File: src/logic/scp_pkg.sv
/*
  Package of the serial control port slave: frame layout, address fields and widths.
  Assumes one system clock much faster than the host's shift clock.
*/
// Notes on behaviour
// - After reset the port is in two-wire mode; three low pulses on the select pin switch it to four-wire mode.
// - The four-wire port uses select, shift clock, serial in and serial out, and the device is always the slave.
// - Serial input is sampled on each rising shift-clock edge.
// - Serial output changes on falling shift-clock edges so the host can take it on the next rising edge.
// - Serial output stays high-impedance unless a read has been requested.
// - Every byte travels most significant bit first in both directions.
// - Once in four-wire mode the port stays there until a full reset.
// - The first byte holds a seven-bit device address, six zero bits above the address-select pin, then the direction.
// - The device answers address 0 with the address-select pin low and address 1 with it high.
// - The lowest bit of the first byte is 1 for a read and 0 for a write.
// - Bytes two and three form a twelve-bit subaddress naming a memory or register location.
// - Data bytes follow for consecutive locations until select rises, with a per-location byte count.
// - In a read the serial output starts to be driven at the start of the fourth byte.
package scp_pkg;
  localparam int unsigned BYTE_W       = 8;
  localparam int unsigned SUB_W        = 12;
  localparam int unsigned IDX_W        = 3;
  localparam int unsigned SYNC_STAGES  = 2;
  localparam logic [1:0]  SWITCH_PULSES = 2'h3;
  localparam logic [2:0]  LAST_BIT     = 3'h7;
  localparam logic [1:0]  BYTE_DEVADDR = 2'h0;
  localparam logic [1:0]  BYTE_SUBHI   = 2'h1;
  localparam logic [1:0]  BYTE_SUBLO   = 2'h2;
  localparam logic [1:0]  BYTE_DATA    = 2'h3;
  localparam logic [5:0]  DEVADDR_HIGH = 6'h00;
  localparam int unsigned RW_BIT       = 0;
  localparam int unsigned SUBHI_W      = 4;
  typedef logic [SUB_W-1:0] scp_sub_t;
endpackage

File: src/logic/scp_sync.sv
/*
  Two-flip-flop synchroniser for a group of pin inputs.
  Assumes the inputs are asynchronous to clk_sys.
*/
module scp_sync #(
  parameter int unsigned WIDTH = 1
) (
  // Clock and reset
  input  wire logic             clk_sys,
  input  wire logic             rst_n,
  // Pins and their synchronised copies
  input  wire logic [WIDTH-1:0] pinIn,
  output logic      [WIDTH-1:0] syncOut
);
  logic [WIDTH-1:0] stage1_ff;
  logic [WIDTH-1:0] stage2_ff;
  logic [WIDTH-1:0] nxt_stage1;
  logic [WIDTH-1:0] nxt_stage2;

  always_comb begin
    nxt_stage1 = pinIn;
    nxt_stage2 = stage1_ff;
  end

  always_ff @(posedge clk_sys or negedge rst_n) begin
    if (!rst_n) begin
      stage1_ff <= '1;
      stage2_ff <= '1;
    end else begin
      stage1_ff <= nxt_stage1;
      stage2_ff <= nxt_stage2;
    end
  end

  assign syncOut = stage2_ff;
endmodule

File: src/logic/scp_slave.sv
/*
  Serial control port slave: mode switch, frame decode, subaddress walk, read-back shifting.
  Assumes the host keeps the shift clock well below a quarter of clk_sys and that internal
  logic returns read data one clk_sys cycle after a read request.
*/
module scp_slave (
  // Clock and reset
  input  wire logic                  clk_sys,
  input  wire logic                  rst_n,
  // Host pins
  input  wire logic                  select_or_write_protect_pin,
  input  wire logic                  control_shift_clock,
  input  wire logic                  control_serial_in,
  output logic                       control_serial_out,
  output logic                       control_serial_out_oe_n,
  input  wire logic                  address_select_pin,
  // Mode
  output logic                       spiModeActive,
  // Internal access port
  input  wire logic [scp_pkg::IDX_W-1:0] bytesPerLoc,
  output scp_pkg::scp_sub_t          accessAddr,
  output logic [scp_pkg::IDX_W-1:0]  accessIdx,
  output logic [scp_pkg::BYTE_W-1:0] wrData,
  output logic                       wrStrobe,
  output logic                       rdReq,
  input  wire logic [scp_pkg::BYTE_W-1:0] rdData
);
  import scp_pkg::*;

  // ********************************************************************
  // Pin synchronisation
  // ********************************************************************
  logic [3:0] pinSync;
  logic       selS;
  logic       clkS;
  logic       dinS;
  logic       adrS;

  scp_sync #(.WIDTH(4)) uSync (
    .clk_sys (clk_sys),
    .rst_n   (rst_n),
    .pinIn   ({select_or_write_protect_pin, control_shift_clock, control_serial_in, address_select_pin}),
    .syncOut (pinSync)
  );
  assign {selS, clkS, dinS, adrS} = pinSync;

  // ********************************************************************
  // State
  // ********************************************************************
  logic                 selPrev_ff, nxt_selPrev;
  logic                 clkPrev_ff, nxt_clkPrev;
  logic [1:0]           pulseCnt_ff, nxt_pulseCnt;
  logic                 spiMode_ff, nxt_spiMode;
  logic [2:0]           bitCnt_ff, nxt_bitCnt;
  logic [1:0]           byteCnt_ff, nxt_byteCnt;
  logic [BYTE_W-1:0]    rxShift_ff, nxt_rxShift;
  logic [BYTE_W-1:0]    txShift_ff, nxt_txShift;
  logic                 matched_ff, nxt_matched;
  logic                 isRead_ff, nxt_isRead;
  logic                 drive_ff, nxt_drive;
  logic [SUBHI_W-1:0]   subHi_ff, nxt_subHi;
  scp_sub_t             locAddr_ff, nxt_locAddr;
  logic [IDX_W-1:0]     byteIdx_ff, nxt_byteIdx;
  scp_sub_t             accAddr_ff, nxt_accAddr;
  logic [IDX_W-1:0]     accIdx_ff, nxt_accIdx;
  logic [BYTE_W-1:0]    wrData_ff, nxt_wrData;
  logic                 wrStb_ff, nxt_wrStb;
  logic                 rdReq_ff, nxt_rdReq;

  logic              selFall;
  logic              sclkRise;
  logic              sclkFall;
  logic              inFrame;
  logic [BYTE_W-1:0] rxByte;
  logic [IDX_W-1:0]  idxInc;

  always_comb begin
    selFall  = selPrev_ff && !selS;
    sclkRise = !clkPrev_ff && clkS;
    sclkFall = clkPrev_ff && !clkS;
    inFrame  = spiMode_ff && !selS;
    rxByte   = {rxShift_ff[BYTE_W-2:0], dinS};
    idxInc   = byteIdx_ff + 3'h1;

    nxt_selPrev  = selS;
    nxt_clkPrev  = clkS;
    nxt_pulseCnt = pulseCnt_ff;
    nxt_spiMode  = spiMode_ff;
    nxt_bitCnt   = bitCnt_ff;
    nxt_byteCnt  = byteCnt_ff;
    nxt_rxShift  = rxShift_ff;
    nxt_txShift  = txShift_ff;
    nxt_matched  = matched_ff;
    nxt_isRead   = isRead_ff;
    nxt_drive    = drive_ff;
    nxt_subHi    = subHi_ff;
    nxt_locAddr  = locAddr_ff;
    nxt_byteIdx  = byteIdx_ff;
    nxt_accAddr  = accAddr_ff;
    nxt_accIdx   = accIdx_ff;
    nxt_wrData   = wrData_ff;
    nxt_wrStb    = 1'b0;
    nxt_rdReq    = 1'b0;

    // Mode switch: counted only in two-wire mode, never undone
    if (!spiMode_ff && selFall) begin
      nxt_pulseCnt = pulseCnt_ff + 2'h1;
      if (pulseCnt_ff + 2'h1 == SWITCH_PULSES) begin
        nxt_spiMode = 1'b1;
      end
    end

    if (!inFrame) begin
      nxt_bitCnt  = '0;
      nxt_byteCnt = BYTE_DEVADDR;
      nxt_matched = 1'b0;
      nxt_isRead  = 1'b0;
      nxt_drive   = 1'b0;
    end else begin
      if (sclkRise) begin
        nxt_rxShift = rxByte;
        nxt_bitCnt  = bitCnt_ff + 3'h1;
        if (bitCnt_ff == LAST_BIT) begin
          if (byteCnt_ff != BYTE_DATA) begin
            nxt_byteCnt = byteCnt_ff + 2'h1;
          end
          unique case (byteCnt_ff)
            BYTE_DEVADDR: begin
              nxt_matched = (rxByte[BYTE_W-1:1] == {DEVADDR_HIGH, adrS});
              nxt_isRead  = rxByte[RW_BIT];
            end
            BYTE_SUBHI: begin
              nxt_subHi = rxByte[SUBHI_W-1:0];
            end
            BYTE_SUBLO: begin
              nxt_locAddr = {subHi_ff, rxByte};
              nxt_byteIdx = '0;
              nxt_accAddr = {subHi_ff, rxByte};
              nxt_accIdx  = '0;
              nxt_rdReq   = matched_ff && isRead_ff;
            end
            BYTE_DATA: begin
              if (matched_ff && !isRead_ff) begin
                nxt_wrData  = rxByte;
                nxt_wrStb   = 1'b1;
                nxt_accAddr = locAddr_ff;
                nxt_accIdx  = byteIdx_ff;
              end
              if (idxInc >= bytesPerLoc) begin
                nxt_byteIdx = '0;
                nxt_locAddr = locAddr_ff + 12'h001;
              end else begin
                nxt_byteIdx = idxInc;
              end
              if (matched_ff && isRead_ff) begin
                nxt_accAddr = (idxInc >= bytesPerLoc) ? locAddr_ff + 12'h001 : locAddr_ff;
                nxt_accIdx  = (idxInc >= bytesPerLoc) ? '0 : idxInc;
                nxt_rdReq   = 1'b1;
              end
            end
          endcase
        end
      end
      if (sclkFall && matched_ff && isRead_ff && byteCnt_ff == BYTE_DATA) begin
        nxt_drive = 1'b1;
        if (bitCnt_ff == '0) begin
          nxt_txShift = rdData;
        end else begin
          nxt_txShift = {txShift_ff[BYTE_W-2:0], 1'b0};
        end
      end
    end
  end

  always_ff @(posedge clk_sys or negedge rst_n) begin
    if (!rst_n) begin
      selPrev_ff  <= 1'b1;
      clkPrev_ff  <= 1'b1;
      pulseCnt_ff <= '0;
      spiMode_ff  <= 1'b0;
      bitCnt_ff   <= '0;
      byteCnt_ff  <= BYTE_DEVADDR;
      rxShift_ff  <= '0;
      txShift_ff  <= '0;
      matched_ff  <= 1'b0;
      isRead_ff   <= 1'b0;
      drive_ff    <= 1'b0;
      subHi_ff    <= '0;
      locAddr_ff  <= '0;
      byteIdx_ff  <= '0;
      accAddr_ff  <= '0;
      accIdx_ff   <= '0;
      wrData_ff   <= '0;
      wrStb_ff    <= 1'b0;
      rdReq_ff    <= 1'b0;
    end else begin
      selPrev_ff  <= nxt_selPrev;
      clkPrev_ff  <= nxt_clkPrev;
      pulseCnt_ff <= nxt_pulseCnt;
      spiMode_ff  <= nxt_spiMode;
      bitCnt_ff   <= nxt_bitCnt;
      byteCnt_ff  <= nxt_byteCnt;
      rxShift_ff  <= nxt_rxShift;
      txShift_ff  <= nxt_txShift;
      matched_ff  <= nxt_matched;
      isRead_ff   <= nxt_isRead;
      drive_ff    <= nxt_drive;
      subHi_ff    <= nxt_subHi;
      locAddr_ff  <= nxt_locAddr;
      byteIdx_ff  <= nxt_byteIdx;
      accAddr_ff  <= nxt_accAddr;
      accIdx_ff   <= nxt_accIdx;
      wrData_ff   <= nxt_wrData;
      wrStb_ff    <= nxt_wrStb;
      rdReq_ff    <= nxt_rdReq;
    end
  end

  // ********************************************************************
  // Outputs
  // ********************************************************************
  assign control_serial_out      = txShift_ff[BYTE_W-1];
  assign control_serial_out_oe_n = !drive_ff;
  assign spiModeActive           = spiMode_ff;
  assign accessAddr              = accAddr_ff;
  assign accessIdx               = accIdx_ff;
  assign wrData                  = wrData_ff;
  assign wrStrobe                = wrStb_ff;
  assign rdReq                   = rdReq_ff;
endmodule

File: config.mk
export PLATFORM = sky130hd
export DESIGN_NAME = scp_slave
export DESIGN_NICKNAME = d
export VERILOG_FILES = /design/src/logic/scp_pkg.sv /design/src/logic/scp_sync.sv /design/src/logic/scp_slave.sv
export SDC_FILE = /design/constraint.sdc
export NUM_CORES = 1
export LEC_CHECK = 0
export ABC_AREA = 1
export BUFFER_PORTS_ARGS = -buffer_cell sky130_fd_sc_hd__buf_2
export CAP_MARGIN = 20
export CORE_ASPECT_RATIO = 0.8
export CORE_MARGIN = 1
export CORE_UTILIZATION = 46
export DETAILED_ROUTE_END_ITERATION = 10
export SETUP_SLACK_MARGIN = 0.5
export SLEW_MARGIN = 20
export SYNTH_ARGS = -nofsm -noshare
export SYNTH_HDL_FRONTEND = slang
export SYNTH_SLANG_ARGS = --single-unit
export TNS_END_PERCENT = 20
File: constraint.sdc
create_clock -name clk_sys -period 4.2 [get_ports clk_sys]
set_clock_uncertainty 0.2 [all_clocks]
set_input_delay 0.42 -clock clk_sys [delete_from_list [all_inputs] [get_ports clk_sys]]
set_output_delay 0.42 -clock clk_sys [all_outputs]
set_load 0.03 [all_outputs]
==> results by group <==
Outcome
  • Result of the run: completed

Global route
  • Antenna violations before repair: 0
  • Overall overflow remaining after global route: 0
  • Overall global routing resource usage: 21.8%
  • First-pass GRT wire length: roughly 16000 microns
  • Via count of the first global-routing pass: roughly 3.1k
  • Maximum number of pins on one net before global-route repair: 81

Timing
  • Maximum clock frequency: 0.419 GHz
  • RSZ-0062 raised after global routing: no
  • Pins over their slew limit: 0
  • Minimum clock period: 2.39 ns
  • Worst Setup Slack, final: 1.81 ns
  • Final setup vio count: 0
  • WHS: 0.111 ns
  • Tcrit/Tclk final: 56.9%
  • Measured slew at the worst slew-check pin: about 0.74 ns
  • Final Hold Viols: 0
  • Tightest slew margin relative to the limit: around half
  • Setup TNS: 0 ns

Flow run
  • Max Cap Viol: 0

Detailed routing
  • Detailed-route wire length: 9140 microns
  • Highest routing layer actually used: met4
  • Drt pass-1 iters: 4
  • Drt via density: 4.98
  • Met2 routed WL: 3840 microns
  • Initial DRC Count: 203
  • Number of nets with antenna violations after routing: 0
  • Detail-routed net length per standard cell: 13.8 microns
  • DRC violation count after routing: 0
  • Amount of wire on met3 after detailed routing: slightly below 500 microns
  • DRT met1 WL: approximately 4700 microns
  • Vias after detailed routing: 3296

Layout
  • P&R area growth vs syn: 16.5%
  • FILL cells: around 830
  • Inserted Diodes: 0
  • Final-stage net count: 575
  • Ratio of cells with drive above 1 in the final layout: between 10% and 20%

Placement
  • Pre-CTS setup slack: 1.81 ns
  • Weighted congestion reported at the end of routability-driven placement: 0.783
  • Number of buffers added on ports: 44
  • DP HPWL: 6210 microns

Synth
  • Mapped Avg Cell Area: 8.33 sq um
  • Yosys warnings: 0
  • Most used flip-flop cell after synthesis: sky130_fd_sc_hd__dfrtp_1
  • Sequential-to-total area share from yosys stat: between 40% and 50%
  • Count of different cell masters after synthesis: 42
  • Proportion of synthesized flip-flops having asynchronous set or reset: 100%
  • Cell area after synthesis: 4150 sq um
  • Synthesized instance count: around 500
  • Number of synthesized flops with an enable pin: 0
  • Yosys reg bits: 80
  • Synthesized net count: 528

Worst setup path
  • Buffer and inverter count on the worst path: 2
  • Slowest library cell on the worst path: sky130_fd_sc_hd__dfrtp_1
  • Data arrival time of the worst path: 2.40 ns
  • Crit path max-delay family: adder cells
  • Critical path, cell by cell: ha_1 > xor2_1 > ha_1 > nand3_1 > nand3_1 > buf_4 > inv_1 > nand2_1 > nand2_1 > o21ai_0 > a21boi_1
  • Category of the critical setup timing path: register to register
  • Largest stage delay on the critical path: 0.41 ns
  • Endpoint required time on the critical path: 4.22 ns
  • Type of element capturing the critical path: register
  • Setup crit start kind: register
  • Top fanout value on the critical path: 23

Clocking
  • TritonCTS clock tree: done
  • Number of buffers on the longest clock path: 2
  • Number of sinks on the clock net: 80
  • Clock latency of the later-clocked register in the worst-skew pair: 0.34 ns
  • CTS clock-pin slew for the worst setup and hold paths: 0.06 ns
  • Clock tree root driver cell: sky130_fd_sc_hd__clkbuf_16
  • H-tree levels: 3
  • CTS Buf Count: 9

Worst hold path
  • Type of the tightest min-delay check: input pin to register

Power and ir drop
  • Internal power: approximately 1.4 mW
  • Power share of the sequential group: 43.4%
  • Total Power: approximately 1.9 mW
  • Switching power summed over all nets: approximately 500 uW
  • Cell area power density: 401 nW/um^2
  • Clock network fraction of design power: 45.4%
  • Net switching fraction of the power: 26.0%
  • Relative contribution of combinational cells to total power: 11.2%
  • Maximum vdd ir drop: 0.251 mV
  • Static leakage: 2.51 nW

Die
  • Number of core rows: 30
  • Top-level I/O count: 45
  • Horizontal die dimension: roughly 110 microns
  • Starting utilization of the core area: 48.1%
  • Total core area: 8630 sq um
  • Die height: approximately 87 microns
  • Floorplan die area: 9410 sq um
==> power by group through the flow <==
| stage | Sequential, mW | Clock (mW) | Combinational (mW) |
|---|---|---|---|
| 6_report | 0.840 | 0.878 | 0.218 |
| 3_3_place_gp | 0.852 | 0 | 0.211 |
| 3_5_place_dp | 0.854 | 0 | 0.215 |
| 2_1_floorplan | 0.856 | 0 | 0.128 |
| 5_1_grt | 0.845 | 0.930 | 0.250 |
| 4_1_cts | 0.840 | 0.896 | 0.219 |
==> flip-flops by register name, summed over array words and instances (netlist names) <==
| name | count |
|---|---|
| matched_ff | 1 |
| wrStrobe | 1 |
| rdReq | 1 |
| wrData | 8 |
| uSync.syncOut | 4 |
| txShift_ff | 8 |
| accessIdx | 3 |
| isRead_ff | 1 |
| uSync.nxt_stage2 | 4 |
| clkPrev_ff | 1 |
| accessAddr | 12 |
| subHi_ff | 4 |
| selPrev_ff | 1 |
| rxShift_ff | 7 |
| pulseCnt_ff | 2 |
| bitCnt_ff | 3 |
| spiModeActive | 1 |
| byteCnt_ff | 2 |
| locAddr_ff | 12 |
| drive_ff | 1 |
| byteIdx_ff | 3 |
==> cell families after synthesis <==
group,Yosys count,share of synthesized area [%]
adder cells (fa/ha/maj),13,3.92
AO/OA/AOI/OAI,100,14.6
XOR/XNOR,5,1.06
flip-flops,80,48.6
AND/OR/NAND/NOR,218,23.5
buffers and inverters,82,8.38
==> area by class of cell <==
cell class | instances | area, sq um | area share (%)
clock buffer | 11 | 253 | 5.23
clock inverter | 5 | 86.3 | 1.79
inverter | 66 | 253 | 5.23
multi-input combinational | 336 | 1790 | 37.0
sequential | 80 | 2010 | 41.7
tap | 112 | 140 | 2.90
timing repair buffer | 52 | 299 | 6.19
==> placed cells by master, fill, tap and decap left out, types with 2 or more instances in the layout <==
master	instances
sky130_fd_sc_hd__a22oi_1	8
sky130_fd_sc_hd__dfrtp_1	70
sky130_fd_sc_hd__dlygate4sd3_1	5
sky130_fd_sc_hd__buf_4	3
sky130_fd_sc_hd__ha_1	13
sky130_fd_sc_hd__a31oi_1	5
sky130_fd_sc_hd__nand3_1	24
sky130_fd_sc_hd__nor2_4	6
sky130_fd_sc_hd__o211ai_1	3
sky130_fd_sc_hd__a21oi_1	22
sky130_fd_sc_hd__clkinv_4	3
sky130_fd_sc_hd__bufinv_16	2
sky130_fd_sc_hd__o21ai_0	33
sky130_fd_sc_hd__clkbuf_8	2
sky130_fd_sc_hd__a31oi_2	2
sky130_fd_sc_hd__nand2_1	125
sky130_fd_sc_hd__a21boi_1	7
sky130_fd_sc_hd__o21ai_1	10
sky130_fd_sc_hd__buf_2	43
sky130_fd_sc_hd__xor2_1	5
sky130_fd_sc_hd__dfstp_2	10
sky130_fd_sc_hd__nor2_1	49
sky130_fd_sc_hd__clkbuf_16	9
sky130_fd_sc_hd__nor3_1	2
sky130_fd_sc_hd__o2111ai_1	3
sky130_fd_sc_hd__inv_1	59
sky130_fd_sc_hd__or2_2	3
sky130_fd_sc_hd__o22ai_1	2
sky130_fd_sc_hd__inv_2	6
==> timing repair <==
item | in CTS | in global routing
hold endpoints to repair | 4 | 35
gates resized for setup | 0 | 0
setup buffers | 0 | 0
hold buffers | 4 | 1
==> worst min-delay path, delay by kind of cell <==
| family | cells | cell delay (ns) |
|---|---|---|
| and+or+nand+nor | 2 | 0.12 |
| buffers and inverters | 1 | 0.07 |
==> worst paths after layout <==
path | start | end | slack, ns | cells past startpoint
worst max register to register | byteIdx_ff[0] | accessAddr[5] | 1.81 | 11
max in group asynchronous | rst_n | bitCnt_ff[1] | 2.80 | 2
min in group asynchronous | rst_n | accessAddr[9] | 0.47 | 2
worst max-delay path | byteIdx_ff[0] | accessAddr[5] | 1.81 | 11
worst min register to register | uSync.nxt_stage2[0] | uSync.syncOut[0] | 0.16 | 0
worst min-delay path | rdData[0] | txShift_ff[0] | 0.11 | 3
==> metrics by stage <==
stage	util [%]	area, sq um	cells
after floorplan	-	4150	498
after global placement	51.4	4440	641
after detailed placement	51.4	4440	641
after CTS	55.8	4820	661
after global routing	56.0	4830	662
final	56.0	4830	662
==> Yosys cell counts (7+ instances only) <==
cell type / instances / area [sq um]
sky130_fd_sc_hd__a21boi_1: 7 / 52.6
sky130_fd_sc_hd__buf_2: 7 / 35.0
sky130_fd_sc_hd__inv_1: 59 / 221
sky130_fd_sc_hd__nand3_1: 24 / 120
sky130_fd_sc_hd__o21ai_1: 10 / 50.1
sky130_fd_sc_hd__dfrtp_1: 70 / 1750
sky130_fd_sc_hd__a21oi_1: 22 / 110
sky130_fd_sc_hd__dfstp_2: 10 / 263
sky130_fd_sc_hd__a22oi_1: 8 / 60.1
sky130_fd_sc_hd__o21ai_0: 33 / 165
sky130_fd_sc_hd__nand2_1: 125 / 469
sky130_fd_sc_hd__nor2_1: 49 / 184
sky130_fd_sc_hd__ha_1: 13 / 163
==> routing by layer <==
metal	track usage, %	vias up
li1	-	1700
met1	31.3	1517
met2	31.7	68
met3	6.06	11
met4	6.97	0
met5	0	-
Note: power is estimated with default switching activity, not from simulation.
